### src/ctm_pkg.sv
package ctm_pkg;
    // clock
    localparam int CLK_PERIOD_NS = 10;

    // times in ns; least times round up, longest times round down
    localparam int DOM_TIMEOUT_NS = 1000000;
    localparam int DOM_TIMEOUT_CYC =
        (DOM_TIMEOUT_NS + CLK_PERIOD_NS - 1) / CLK_PERIOD_NS;
    localparam int WK_FILTER_NS = 1000;
    localparam int WK_FILTER_CYC =
        (WK_FILTER_NS + CLK_PERIOD_NS - 1) / CLK_PERIOD_NS;
    localparam int WK_WINDOW_NS = 1000000;
    localparam int WK_WINDOW_CYC = WK_WINDOW_NS / CLK_PERIOD_NS;
    localparam int RECOVERY_NS = 50000;
    localparam int RECOVERY_CYC =
        (RECOVERY_NS + CLK_PERIOD_NS - 1) / CLK_PERIOD_NS;
    localparam int MODE_SETTLE_NS = 20000;
    localparam int MODE_SETTLE_CYC =
        (MODE_SETTLE_NS + CLK_PERIOD_NS - 1) / CLK_PERIOD_NS;

    // counter width, event word and buffer shape
    localparam int CNT_W = 20;
    localparam int EVT_W = 8;
    localparam int EVT_DEPTH = 16;
    localparam int EV_BITS = 5;

    // event bit positions
    localparam int EV_WAKE = 0;
    localparam int EV_DOMTO = 1;
    localparam int EV_UV = 2;
    localparam int EV_TSD = 3;
    localparam int EV_READY = 4;

    typedef enum logic [3:0] {
        ST_PROT = 4'b0001,
        ST_RECOV = 4'b0010,
        ST_STBY = 4'b0100,
        ST_NORM = 4'b1000
    } ctm_mode_t;

    typedef enum logic [3:0] {
        WK_IDLE = 4'b0001,
        WK_DOM1 = 4'b0010,
        WK_REC = 4'b0100,
        WK_DONE = 4'b1000
    } ctm_wake_t;

    localparam ctm_mode_t MODE_RESET = ST_RECOV;

    typedef struct packed {
        ctm_mode_t mode;
        ctm_wake_t wk;
        logic domFault;
        logic txdPrev;
        logic [CNT_W-1:0] domCnt;
        logic filtDom;
        logic [CNT_W-1:0] filtCnt;
        logic [CNT_W-1:0] winCnt;
        logic [CNT_W-1:0] recCnt;
        logic wakeSeen;
        logic tsd;
        logic drvDom;
        logic rxd;
    } ctm_core_t;
endpackage

### src/ctm_fifo_if.sv
`timescale 1ns/100ps
interface ctm_fifo_if #(parameter int W = 8);
    logic wrValid;
    logic wrReady;
    logic [W-1:0] wrData;
    logic rdValid;
    logic rdReady;
    logic [W-1:0] rdData;

    modport producer (
        output wrValid, wrData, rdReady,
        input wrReady, rdValid, rdData
    );
    modport buffer (
        input wrValid, wrData, rdReady,
        output wrReady, rdValid, rdData
    );
endinterface

### src/ctm_event_fifo.sv
`timescale 1ns/100ps
// depth must be a power of two so the pointers wrap for free
module ctm_event_fifo
    import ctm_pkg::*;
#(
    parameter int W = EVT_W,
    parameter int DEPTH = EVT_DEPTH
)
(
    // clock and reset
    input wire logic mclk,
    input wire logic rst,
    // both sides
    ctm_fifo_if.buffer port
);
    localparam int AW = $clog2(DEPTH);

    typedef struct packed {
        logic [DEPTH-1:0][W-1:0] mem;
        logic [AW-1:0] wp;
        logic [AW-1:0] rp;
        logic [AW:0] cnt;
        logic [W-1:0] outData;
        logic outValid;
    } ctm_fifo_st_t;

    ctm_fifo_st_t st_q;
    ctm_fifo_st_t st_d;
    logic push;
    logic pop;
    logic take;

    assign port.wrReady = (st_q.cnt != (AW+1)'(DEPTH));
    assign port.rdValid = st_q.outValid;
    assign port.rdData = st_q.outData;
    assign push = port.wrValid && port.wrReady;
    assign pop = st_q.outValid && port.rdReady;
    assign take = (!st_q.outValid || pop) && (st_q.cnt != '0);

    always_comb
    begin
        st_d = st_q;
        if (push)
        begin
            st_d.mem[st_q.wp] = port.wrData;
            st_d.wp = st_q.wp + 1'b1;
        end
        // the output word is a register, so a read never races a write
        if (take)
        begin
            st_d.outData = st_q.mem[st_q.rp];
            st_d.rp = st_q.rp + 1'b1;
            st_d.outValid = 1'b1;
        end
        else if (pop)
        begin
            st_d.outValid = 1'b0;
        end
        st_d.cnt = st_q.cnt + push - take;
    end

    always_ff @(posedge mclk)
    begin
        if (rst)
        begin
            st_q <= '0;
        end
        else
        begin
            st_q <= st_d;
        end
    end
endmodule

### src/ctm_transceiver_ctrl.sv
`timescale 1ns/100ps
// Behaviour
// - transmit held dominant beyond timeout disables driver, bus goes recessive.
// - after timeout, driver stays off until a rising transmit edge.
// - standby_request low selects normal mode, driver and receiver enabled.
// - standby_request high selects standby: driver off, only low-power monitor.
// - floating standby_request reads high, giving standby.
// - floating transmit input reads high, i.e. recessive.
// - wake detector accepts a bus state only after it holds past wake_filter_time.
// - wake needs filtered dominant inside wake_window_time, else discarded.
// - recognised remote wake drives receive output low in standby.
// - in standby receive output stays high until a valid wake.
// - core supply low enters protected state, bus outputs high impedance.
// - single-supply recovery returns only after supply_recovery_delay.
// - dual-supply recovery returns only after mode_settle_delay.
// - either supply low, logic_supply on dual variant, forces protected mode.
// - over-temperature turns driver off, bus recessive, receive path still works.
// - thermal shutdown clears only when temperature falls past hysteresis.
// - normal mode drives bus from transmit input, receive output shows bus.
// - receive output low on dominant differential, high on recessive.
module ctm_transceiver_ctrl
    import ctm_pkg::*;
#(
    parameter bit DUAL_SUPPLY = 1'b0,
    parameter int DOM_CYC = DOM_TIMEOUT_CYC,
    parameter int WKF_CYC = WK_FILTER_CYC,
    parameter int WIN_CYC = WK_WINDOW_CYC,
    parameter int RECOV_CYC = RECOVERY_CYC,
    parameter int SETTLE_CYC = MODE_SETTLE_CYC,
    parameter int FIFO_W = EVT_W,
    parameter int FIFO_DEPTH = EVT_DEPTH
)
(
    // clock and reset
    input wire logic mclk,
    input wire logic rst,
    // controller side pins
    input wire logic txdIn,
    input wire logic txdDriven,
    input wire logic standbyRequest,
    input wire logic stbDriven,
    output logic rxdOut,
    output logic rxdOe,
    // bus comparators
    input wire logic busDominant,
    input wire logic lpBusDominant,
    // bus driver controls
    output logic drvDominant,
    output logic drvEnable,
    output logic busPulldown,
    // supply and thermal monitors
    input wire logic coreSupplyLow,
    input wire logic logicSupplyLow,
    input wire logic overtempHigh,
    input wire logic tempBelowHyst,
    // status
    output logic modeNormal,
    output logic modeStandby,
    output logic modeProtected,
    output logic thermalShutdown,
    output logic domTimeout,
    output logic wakeFlag,
    // event stream
    output logic evtValid,
    input wire logic evtReady,
    output logic [FIFO_W-1:0] evtData,
    output logic evtSpace
);
    ctm_core_t st_q;
    ctm_core_t st_d;
    logic txdEff;
    logic stbEff;
    logic uvAny;
    logic filtTurn;
    logic wakeHit;
    logic [EV_BITS-1:0] evBits;
    logic [CNT_W-1:0] recLast;

    ctm_fifo_if #(.W(FIFO_W)) evq ();

    ctm_event_fifo #(.W(FIFO_W), .DEPTH(FIFO_DEPTH)) u_evq (
        .mclk(mclk),
        .rst(rst),
        .port(evq.buffer)
    );

    // internal pull-ups: an undriven pin reads high
    assign txdEff = txdDriven ? txdIn : 1'b1;
    assign stbEff = stbDriven ? standbyRequest : 1'b1;
    assign uvAny = coreSupplyLow || (DUAL_SUPPLY && logicSupplyLow);
    assign recLast = DUAL_SUPPLY ? CNT_W'(SETTLE_CYC - 1)
                                 : CNT_W'(RECOV_CYC - 1);

    always_comb
    begin
        st_d = st_q;
        evBits = '0;
        filtTurn = 1'b0;
        wakeHit = 1'b0;
        st_d.txdPrev = txdEff;

        // thermal flag with hysteresis; a new trip wins over the clear
        if (overtempHigh)
        begin
            st_d.tsd = 1'b1;
        end
        else if (tempBelowHyst)
        begin
            st_d.tsd = 1'b0;
        end
        if (overtempHigh && !st_q.tsd)
        begin
            evBits[EV_TSD] = 1'b1;
        end

        // dominant timeout: count consecutive dominant cycles in normal mode
        if (st_q.mode == ST_NORM && !txdEff)
        begin
            if (st_q.domCnt != CNT_W'(DOM_CYC))
            begin
                st_d.domCnt = st_q.domCnt + 1'b1;
            end
        end
        else
        begin
            st_d.domCnt = '0;
        end
        if (st_q.mode == ST_NORM && !txdEff && !st_q.domFault
            && st_q.domCnt == CNT_W'(DOM_CYC))
        begin
            st_d.domFault = 1'b1;
            evBits[EV_DOMTO] = 1'b1;
        end
        else if (txdEff && !st_q.txdPrev)
        begin
            st_d.domFault = 1'b0;
        end

        // wake filter on the low-power comparator, standby only
        if (st_q.mode != ST_STBY)
        begin
            st_d.filtDom = 1'b0;
            st_d.filtCnt = '0;
        end
        else if (lpBusDominant == st_q.filtDom)
        begin
            st_d.filtCnt = '0;
        end
        else if (st_q.filtCnt == CNT_W'(WKF_CYC))
        begin
            st_d.filtDom = lpBusDominant;
            st_d.filtCnt = '0;
            filtTurn = 1'b1;
        end
        else
        begin
            st_d.filtCnt = st_q.filtCnt + 1'b1;
        end

        // wake pattern: dominant, recessive, dominant, all inside the window
        if (st_q.mode != ST_STBY)
        begin
            st_d.wk = WK_IDLE;
            st_d.winCnt = '0;
        end
        else
        begin
            case (st_q.wk)
                WK_IDLE:
                begin
                    st_d.winCnt = '0;
                    if (filtTurn && lpBusDominant)
                    begin
                        st_d.wk = WK_DOM1;
                    end
                end
                WK_DOM1, WK_REC:
                begin
                    if (st_q.winCnt == CNT_W'(WIN_CYC))
                    begin
                        st_d.wk = WK_IDLE;
                    end
                    else
                    begin
                        st_d.winCnt = st_q.winCnt + 1'b1;
                        if (filtTurn && !lpBusDominant && st_q.wk == WK_DOM1)
                        begin
                            st_d.wk = WK_REC;
                        end
                        else if (filtTurn && lpBusDominant
                                 && st_q.wk == WK_REC)
                        begin
                            st_d.wk = WK_DONE;
                            wakeHit = 1'b1;
                        end
                    end
                end
                WK_DONE:
                begin
                    st_d.wk = WK_DONE;
                end
                default:
                begin
                    st_d.wk = WK_IDLE;
                end
            endcase
        end

        // wake latch: set only in standby, so it never meets the clear
        if (wakeHit)
        begin
            st_d.wakeSeen = 1'b1;
            evBits[EV_WAKE] = 1'b1;
        end
        else if (st_q.mode == ST_NORM)
        begin
            st_d.wakeSeen = 1'b0;
        end

        // mode selection
        case (st_q.mode)
            ST_PROT:
            begin
                if (!uvAny)
                begin
                    st_d.mode = ST_RECOV;
                    st_d.recCnt = '0;
                end
            end
            ST_RECOV:
            begin
                if (st_q.recCnt == recLast)
                begin
                    st_d.mode = stbEff ? ST_STBY : ST_NORM;
                    evBits[EV_READY] = 1'b1;
                end
                else
                begin
                    st_d.recCnt = st_q.recCnt + 1'b1;
                end
            end
            ST_STBY:
            begin
                if (!stbEff)
                begin
                    st_d.mode = ST_NORM;
                end
            end
            ST_NORM:
            begin
                if (stbEff)
                begin
                    st_d.mode = ST_STBY;
                end
            end
            default:
            begin
                st_d.mode = ST_PROT;
            end
        endcase
        // undervoltage overrides every other transition
        if (uvAny)
        begin
            st_d.mode = ST_PROT;
            if (st_q.mode != ST_PROT)
            begin
                evBits[EV_UV] = 1'b1;
            end
        end

        // registered pin data, one cycle behind the inputs
        st_d.drvDom = (st_d.mode == ST_NORM) && !st_d.tsd
                      && !st_d.domFault && !txdEff;
        case (st_d.mode)
            ST_NORM: st_d.rxd = !busDominant;
            ST_STBY: st_d.rxd = !st_d.wakeSeen;
            default: st_d.rxd = 1'b1;
        endcase
    end

    always_ff @(posedge mclk)
    begin
        if (rst)
        begin
            st_q <= '0;
            st_q.mode <= MODE_RESET;
            st_q.wk <= WK_IDLE;
            st_q.txdPrev <= 1'b1;
            st_q.rxd <= 1'b1;
        end
        else
        begin
            st_q <= st_d;
        end
    end

    // events that find the buffer full are lost; evtSpace shows that risk
    assign evq.wrValid = |evBits;
    assign evq.wrData = FIFO_W'(evBits);
    assign evq.rdReady = evtReady;
    assign evtValid = evq.rdValid;
    assign evtData = evq.rdData;
    assign evtSpace = evq.wrReady;

    assign drvDominant = st_q.drvDom;
    // thermal shutdown keeps the recessive bias, so the driver stays enabled
    assign drvEnable = (st_q.mode == ST_NORM);
    assign busPulldown = (st_q.mode == ST_STBY)
                         || (st_q.mode == ST_PROT && !uvAny);
    assign rxdOut = st_q.rxd;
    assign rxdOe = !(st_q.mode == ST_PROT && DUAL_SUPPLY
                     && logicSupplyLow);
    assign modeNormal = (st_q.mode == ST_NORM);
    assign modeStandby = (st_q.mode == ST_STBY);
    assign modeProtected = (st_q.mode == ST_PROT);
    assign thermalShutdown = st_q.tsd;
    assign domTimeout = st_q.domFault;
    assign wakeFlag = st_q.wakeSeen;
endmodule

### config.mk
export PLATFORM = sky130hd
export DESIGN_NAME = ctm_transceiver_ctrl
export DESIGN_NICKNAME = d
export VERILOG_FILES = /design/src/ctm_pkg.sv /design/src/ctm_fifo_if.sv /design/src/ctm_event_fifo.sv /design/src/ctm_transceiver_ctrl.sv
export SDC_FILE = /design/constraint.sdc
export NUM_CORES = 1
export LEC_CHECK = 0
export BUFFER_PORTS_ARGS = -buffer_cell sky130_fd_sc_hd__buf_4
export CAP_MARGIN = 20
export CORE_MARGIN = 3
export CORE_UTILIZATION = 65
export CTS_CLUSTER_DIAMETER = 200
export CTS_CLUSTER_SIZE = 30
export DETAILED_ROUTE_END_ITERATION = 10
export PLACE_DENSITY = 0.83
export SYNTH_ARGS = -nofsm -noshare
export SYNTH_HDL_FRONTEND = slang
export SYNTH_SLANG_ARGS = --single-unit
### constraint.sdc
create_clock -name mclk -period 6.3 [get_ports mclk]
set_input_delay 1.26 -clock mclk [delete_from_list [all_inputs] [get_ports mclk]]
set_output_delay 1.26 -clock mclk [all_outputs]
set_load 0.02 [all_outputs]
* Word level (Yosys, flattened, before mapping)
Index checks and enable logic that the tools add are counted.
** Word-level totals
- Flip-flop bits (word level) :: 245
- Input bits :: 13
- Logic and storage cells :: 161
** Operators by class
- Add/sub/neg operators :: 8
- Magnitude comparators :: 3
- Equality and inequality tests :: 24
- Mux-type cells :: 47
- Bitwise gates (word level) :: 2
- Reductions and logical operators :: 43
** Operator list (number)
- bitwise mux 128 bit :: 1
- adder 20 x 1 -> 20 bit, second input constant :: 4
- case mux 20 bit (2 select lines) :: 2
- two-way mux 20 bit :: 3
- == test 20 x 17 -> 1 bit, second input constant :: 2
- two-way mux 4 bit :: 9
- binary-select mux 8 bit (select 4 bit) :: 1
- demux 8 bit (select 4 bit) :: 1
- two-way mux 1 bit :: 25
- == test 20 x 13 -> 1 bit, second input constant :: 1
- == test 20 x 7 -> 1 bit, second input constant :: 1
- != test 20 x 17 -> 1 bit, second input constant :: 1
- logical AND 1 bit :: 17
- two-way mux 8 bit :: 2
- case mux 4 bit (4 select lines) :: 1
- == test 4 x 3 -> 1 bit, second input constant :: 3
- == test 4 bit, second input constant :: 3
- case mux 4 bit (3 select lines) :: 1
- logical NOT 1 bit :: 11
- < comparator 4 x 5 -> 1 bit, second input constant :: 2
- adder 4 x 1 -> 4 bit, second input constant :: 2
- == test 4 x 1 -> 1 bit, second input constant :: 2
- == test 4 x 2 -> 1 bit, second input constant :: 2
- != test 2 bit, second input constant :: 4
- other kinds (18) :: 26

* Depth between registers and ports, before layout
- Depth after elaboration :: 16
- Depth in mapped cells :: 14

* Cells and area by module
Synthesis repeated with hierarchy kept, for this count alone.
** Second synthesis, totals
- Cells, all modules :: 1175
- Area, all modules :: 11456.0 µm²
** By module, submodules not included
- ctm_event_fifo :: times used 1, cells each 612, area each 6772.7 µm²
- ctm_transceiver_ctrl :: times used 1, cells each 563, area each 4683.2 µm²

* Worst setup path before layout
No wires, ideal clock.
- Path type :: input port to flip-flop
- From :: input port evtReady
- To :: register u_evq.st_q[13] (netlist name)
- Data arrival time :: 3375 ps
- Slack :: 2855 ps
- Stages :: 11
- Path buffers :: 1
- Cell sequence :: nand2b_1 nor2b_1 clkbuf_1 ha_1 inv_1 ha_1 fa_1 a21oi_1 nor2_1 or3_1 a21oi_1
** On the way
- Cells in the longest elaborated chain, start to end :: 4
** RTL lines
- from (decl) :: RTL line ctm_transceiver_ctrl.sv:65 : input wire logic evtReady,
- logical AND 1 bit :: RTL line ctm_event_fifo.sv:37 : assign pop = st_q.outValid && port.rdReady;
- logical OR 1 bit :: RTL line ctm_event_fifo.sv:38 : assign take = (!st_q.outValid || pop) && (st_q.cnt != '0);
- logical AND 1 bit :: RTL line ctm_event_fifo.sv:38
- subtractor 5 x 1 -> 5 bit :: RTL line ctm_event_fifo.sv:59 : st_d.cnt = st_q.cnt + push - take;
- to (signal assigned) :: RTL line ctm_event_fifo.sv:70 : st_q <= st_d;
- to (decl) :: RTL line ctm_event_fifo.sv:27 : ctm_fifo_st_t st_q;
No other way between the ends.
A chain may end at the register's enable or synchronous reset.

* Final worst setup path
- From :: register st_q[27] (netlist name)
- To :: register u_evq.st_q[13] (netlist name)
** On the way
- Cells in the longest elaborated chain, start to end :: 9
** RTL lines
- from (decl) :: RTL line ctm_transceiver_ctrl.sv:69 : ctm_core_t st_q;
- from (signal assigned) :: RTL line ctm_transceiver_ctrl.sv:293 : st_q <= st_d;
- == test 20 x 17 -> 1 bit :: RTL line ctm_transceiver_ctrl.sv:179 : if (st_q.winCnt == CNT_W'(WIN_CYC))
- two-way mux 1 bit :: RTL line ctm_transceiver_ctrl.sv:179
- two-way mux 1 bit :: RTL line ctm_transceiver_ctrl.sv:168 : case (st_q.wk)
- two-way mux 1 bit :: RTL line ctm_transceiver_ctrl.sv:161 : if (st_q.mode != ST_STBY)
- two-way mux 1 bit :: RTL line ctm_transceiver_ctrl.sv:210 : if (wakeHit)
- OR reduction 5 bit :: RTL line ctm_transceiver_ctrl.sv:298 : assign evq.wrValid = |evBits;
- logical AND 1 bit :: RTL line ctm_event_fifo.sv:36 : assign push = port.wrValid && port.wrReady;
- named net u_evq.push :: RTL line ctm_event_fifo.sv:29 : logic push;
- adder 5 x 1 -> 5 bit :: RTL line ctm_event_fifo.sv:59
- subtractor 5 x 1 -> 5 bit :: RTL line ctm_event_fifo.sv:59
The timed path passes the listed nets, and every way through them passes these cells.

==> flow_summary.toml <==
[run_status]
status = "finished clean"

[cts]
path_clk_slew_ns = 0.07
postCtsSetupBuffers = 0
holdBufCountCts = 0
clockBufferDepth = 2
insertion_delay_ns = 0.43
cts_tree = "done"
cts_buffers = 17
ctsResizeCount = 0
cts.htree.levels = 4
cts_sinks = 194
cts-root-buf = "clkbuf_16"

[grt]
grt_max_degree = 120
grt_pass1_vias = 6777
grt_use_total_pct = 23.93
antenna_found_initial = 0
grt_pass1_wl_mm = 32.36
gr-total-overflow = 0

[routing]
drt_iter0_drc = 534
ant_nets = 0
wl_mm = 18.88
avgRoutedWirePerCell_um = 15.88
drc = 0
viasPerCell = 5.918
via_count = 7036
dr.pass1.iters = 5

[floorplan]
start_util_pct = 67.80
ios = 34
core_um2 = 14200
die_h_um = 127.7
rows = 43
dieArea_um2 = 16310
die_x_um = 127.7

[sta]
relSlewSlack_pct = 36.50
skew_ns = 0.008642
setup_viol = 0
max_freq_ghz = 0.2618
final.period_utilization_pct = 60.63
period_minus_slack_ns = 3.820
hold_viol = 0
setup_tns_ns = 0
grt_setup_unrepaired = "false"
tightest_slew_ns = 0.9524
worst_slack_ns = 2.480
drv_slew = 0

[synth]
synth_area_leaders = "dfxtp_1 40%, mux2i_1 9.0%, mux4_2 5.8%"
synthCells = 1005
synth_area_um2 = 9630
synth_seq_area_share_pct = 40.33
synth-edff-count = 0
yosysTopAreaCellShare_pct = 40.33
synth-seq-cells = 194
avgSynthCellArea_um2 = 9.583
synth.most_common_cell = "dfxtp_1"
yosysWarnings = 0
synth_top_area_cell = "dfxtp_1"
synthArstFlopShare_pct = 0
synth_common_cells = "194 x dfxtp_1, 107 x nor2_1, 88 x nand2b_1, 87 x mux2i_1, 47 x nand2_1"
ys_types = 58
yosys_most_used_dff = "dfxtp_1"

[placed_design]
port_buffers = 28
dp_cells = 1156
place_ws_ns = 2.219
dpl.hpwl_mm = 12.63
placed_area_um2 = 9823
routabilityCongestion = 0.8344

[layout]
nets = 1028
syn2layout_area_growth_pct = 8.497
stdcell_area_um2 = 10450
diodes = 0
drive_above_1_share_pct = 12.49
fillers = 1001
multi_input_area_um2 = 5346
fin_util_pct = 73.56
seqCellArea_um2 = 3884
stdcell_count = 1189

[hold_path]
hold_depth = 2
hp-class = "flip-flop to flip-flop"
hp-start = "u_evq.st_q[79]$_SDFFE_PP0P_"

[critical_path]
path_buf_inv = 1
crit_fanout = 21
worstPathArrival_ns = 4.17
cp.depth = 12
worstPathCellList = "or4b_2, nor3_1, a31oi_1, nand4_2, buf_4, a21boi_2, ha_1, fa_1, a21oi_1, nor2_1, or3_1, a21oi_1"
path_delay_family = "simple AND/OR/NAND/NOR gates"
crit_path_frequent_cell = "a21oi_1"
r2r_cells = 12
max_stage_delay_ns = 0.68
critPathLaunch = "st_q[27]$_SDFFE_PP0P_"
crit-reg2reg-launch = "st_q[27]$_SDFFE_PP0P_"
slowest_stage = "or4b_2"
required_ns = 6.65
crit_type = "flip-flop to flip-flop"
start_kind = "flip-flop"
crit_path_end_kind = "flip-flop"

[power_and_ir_drop]
ir_drop_uv = 235.5
powerDensity_nw_per_um2 = 279.6
p_leak_uw = 0.003556

[job]
max-cap-violations = 0
## state kept, by name, summed over array words and instances (netlist names)
name	count
thermalShutdown	1
wakeFlag	1
rxdOut	1
drvDominant	1
u_evq.st_q	93
domTimeout	1
u_evq.port.rdValid	1
st_q	90
u_evq.port.rdData	5
## routing by layer
layer | up-vias | share of wire [%] | GRT usage [%]
met2 | 162 | 48 | 39.40
li1 | 3485 | - | -
met4 | 0 | 1.2 | 6.492
met3 | 25 | 4.4 | 4.708
met5 | - | 0 | 0
met1 | 3364 | 47 | 32.38
## through the flow
stage	hold slack (ns)	total power (uW)
2_1_floorplan	0.4375	1708
3_5_place_dp	0.4614	1813
6_report	0.4705	2922
3_3_place_gp	0.4550	1795
4_1_cts	0.4739	2931
5_1_grt	0.4883	3040
## cell usage in the layout (no fill, tap or decap), drive strengths merged, types with 3 or more instances in the layout
cell type	instances
a2111oi	4
a211oi	5
a21o	3
a21oi	49
a31o	3
and2	5
and3	11
and4	6
buf	35
bufinv	3
clkbuf	20
clkinv	4
conb	4
dfxtp	194
ha	18
inv	33
mux2	3
mux2i	87
mux4	25
nand2	47
nand2b	88
nand3	46
nand4	22
nor2	107
nor2b	13
nor3	8
nor4	11
nor4b	3
o2111ai	6
o211ai	11
o21ai	20
o31ai	4
or2	3
or3	13
or4	6
or4b	7
xnor2	19
xor2	45
## cells by family (layout without fill, tap and decap cells)
logic type | Yosys count | in the layout | share of synthesized area [%]
AND/OR/NAND/NOR | 403 | 403 | 22.45
flip-flops | 194 | 194 | 40.33
AO/OA/AOI/OAI | 113 | 113 | 9.147
multiplexers | 115 | 115 | 15.24
XOR/XNOR | 64 | 64 | 5.820
adder cells (fa/ha/maj) | 19 | 19 | 2.546
buffers and inverters | 95 | 97 | 4.391
other | 2 | 4 | 0.07798
## power by group
part,leakage (uW),total (uW),internal (uW),switching (uW)
Clock,0.000303,1130,658,471
Sequential,0.00157,1290,1260,28.4
Combinational,0.00169,501,222,279
## worst register-to-register path, cell delays in order (launching register included)
cell      delay (ns)
dfxtp_1         0.36
or4b_2          0.68
nor3_1          0.21
a31oi_1         0.28
nand4_2         0.17
buf_4           0.46
a21boi_2        0.18
ha_1            0.27
fa_1            0.41
a21oi_1         0.16
nor2_1          0.07
or3_1           0.34
a21oi_1         0.14
## area by class of cell
cell class / instances / share of cell area, %
clock buffers: 20 / 4.467
clock inverters: 12 / 1.449
inverters: 30 / 1.078
multi-input cells: 718 / 51.17
flip-flops and latches: 194 / 37.17
well taps: 180 / 2.155
repair buffers: 35 / 2.515
## final timing paths
path	to	slack, ns
max	u_evq.st_q[13]$_SDFF_PP0_	2.48
min	u_evq.st_q[79]$_SDFFE_PP0P_	0.47
max reg2reg	u_evq.st_q[13]$_SDFF_PP0_	2.48
min reg2reg	u_evq.st_q[79]$_SDFFE_PP0P_	0.47
Note: power is estimated with default switching activity, not from simulation.
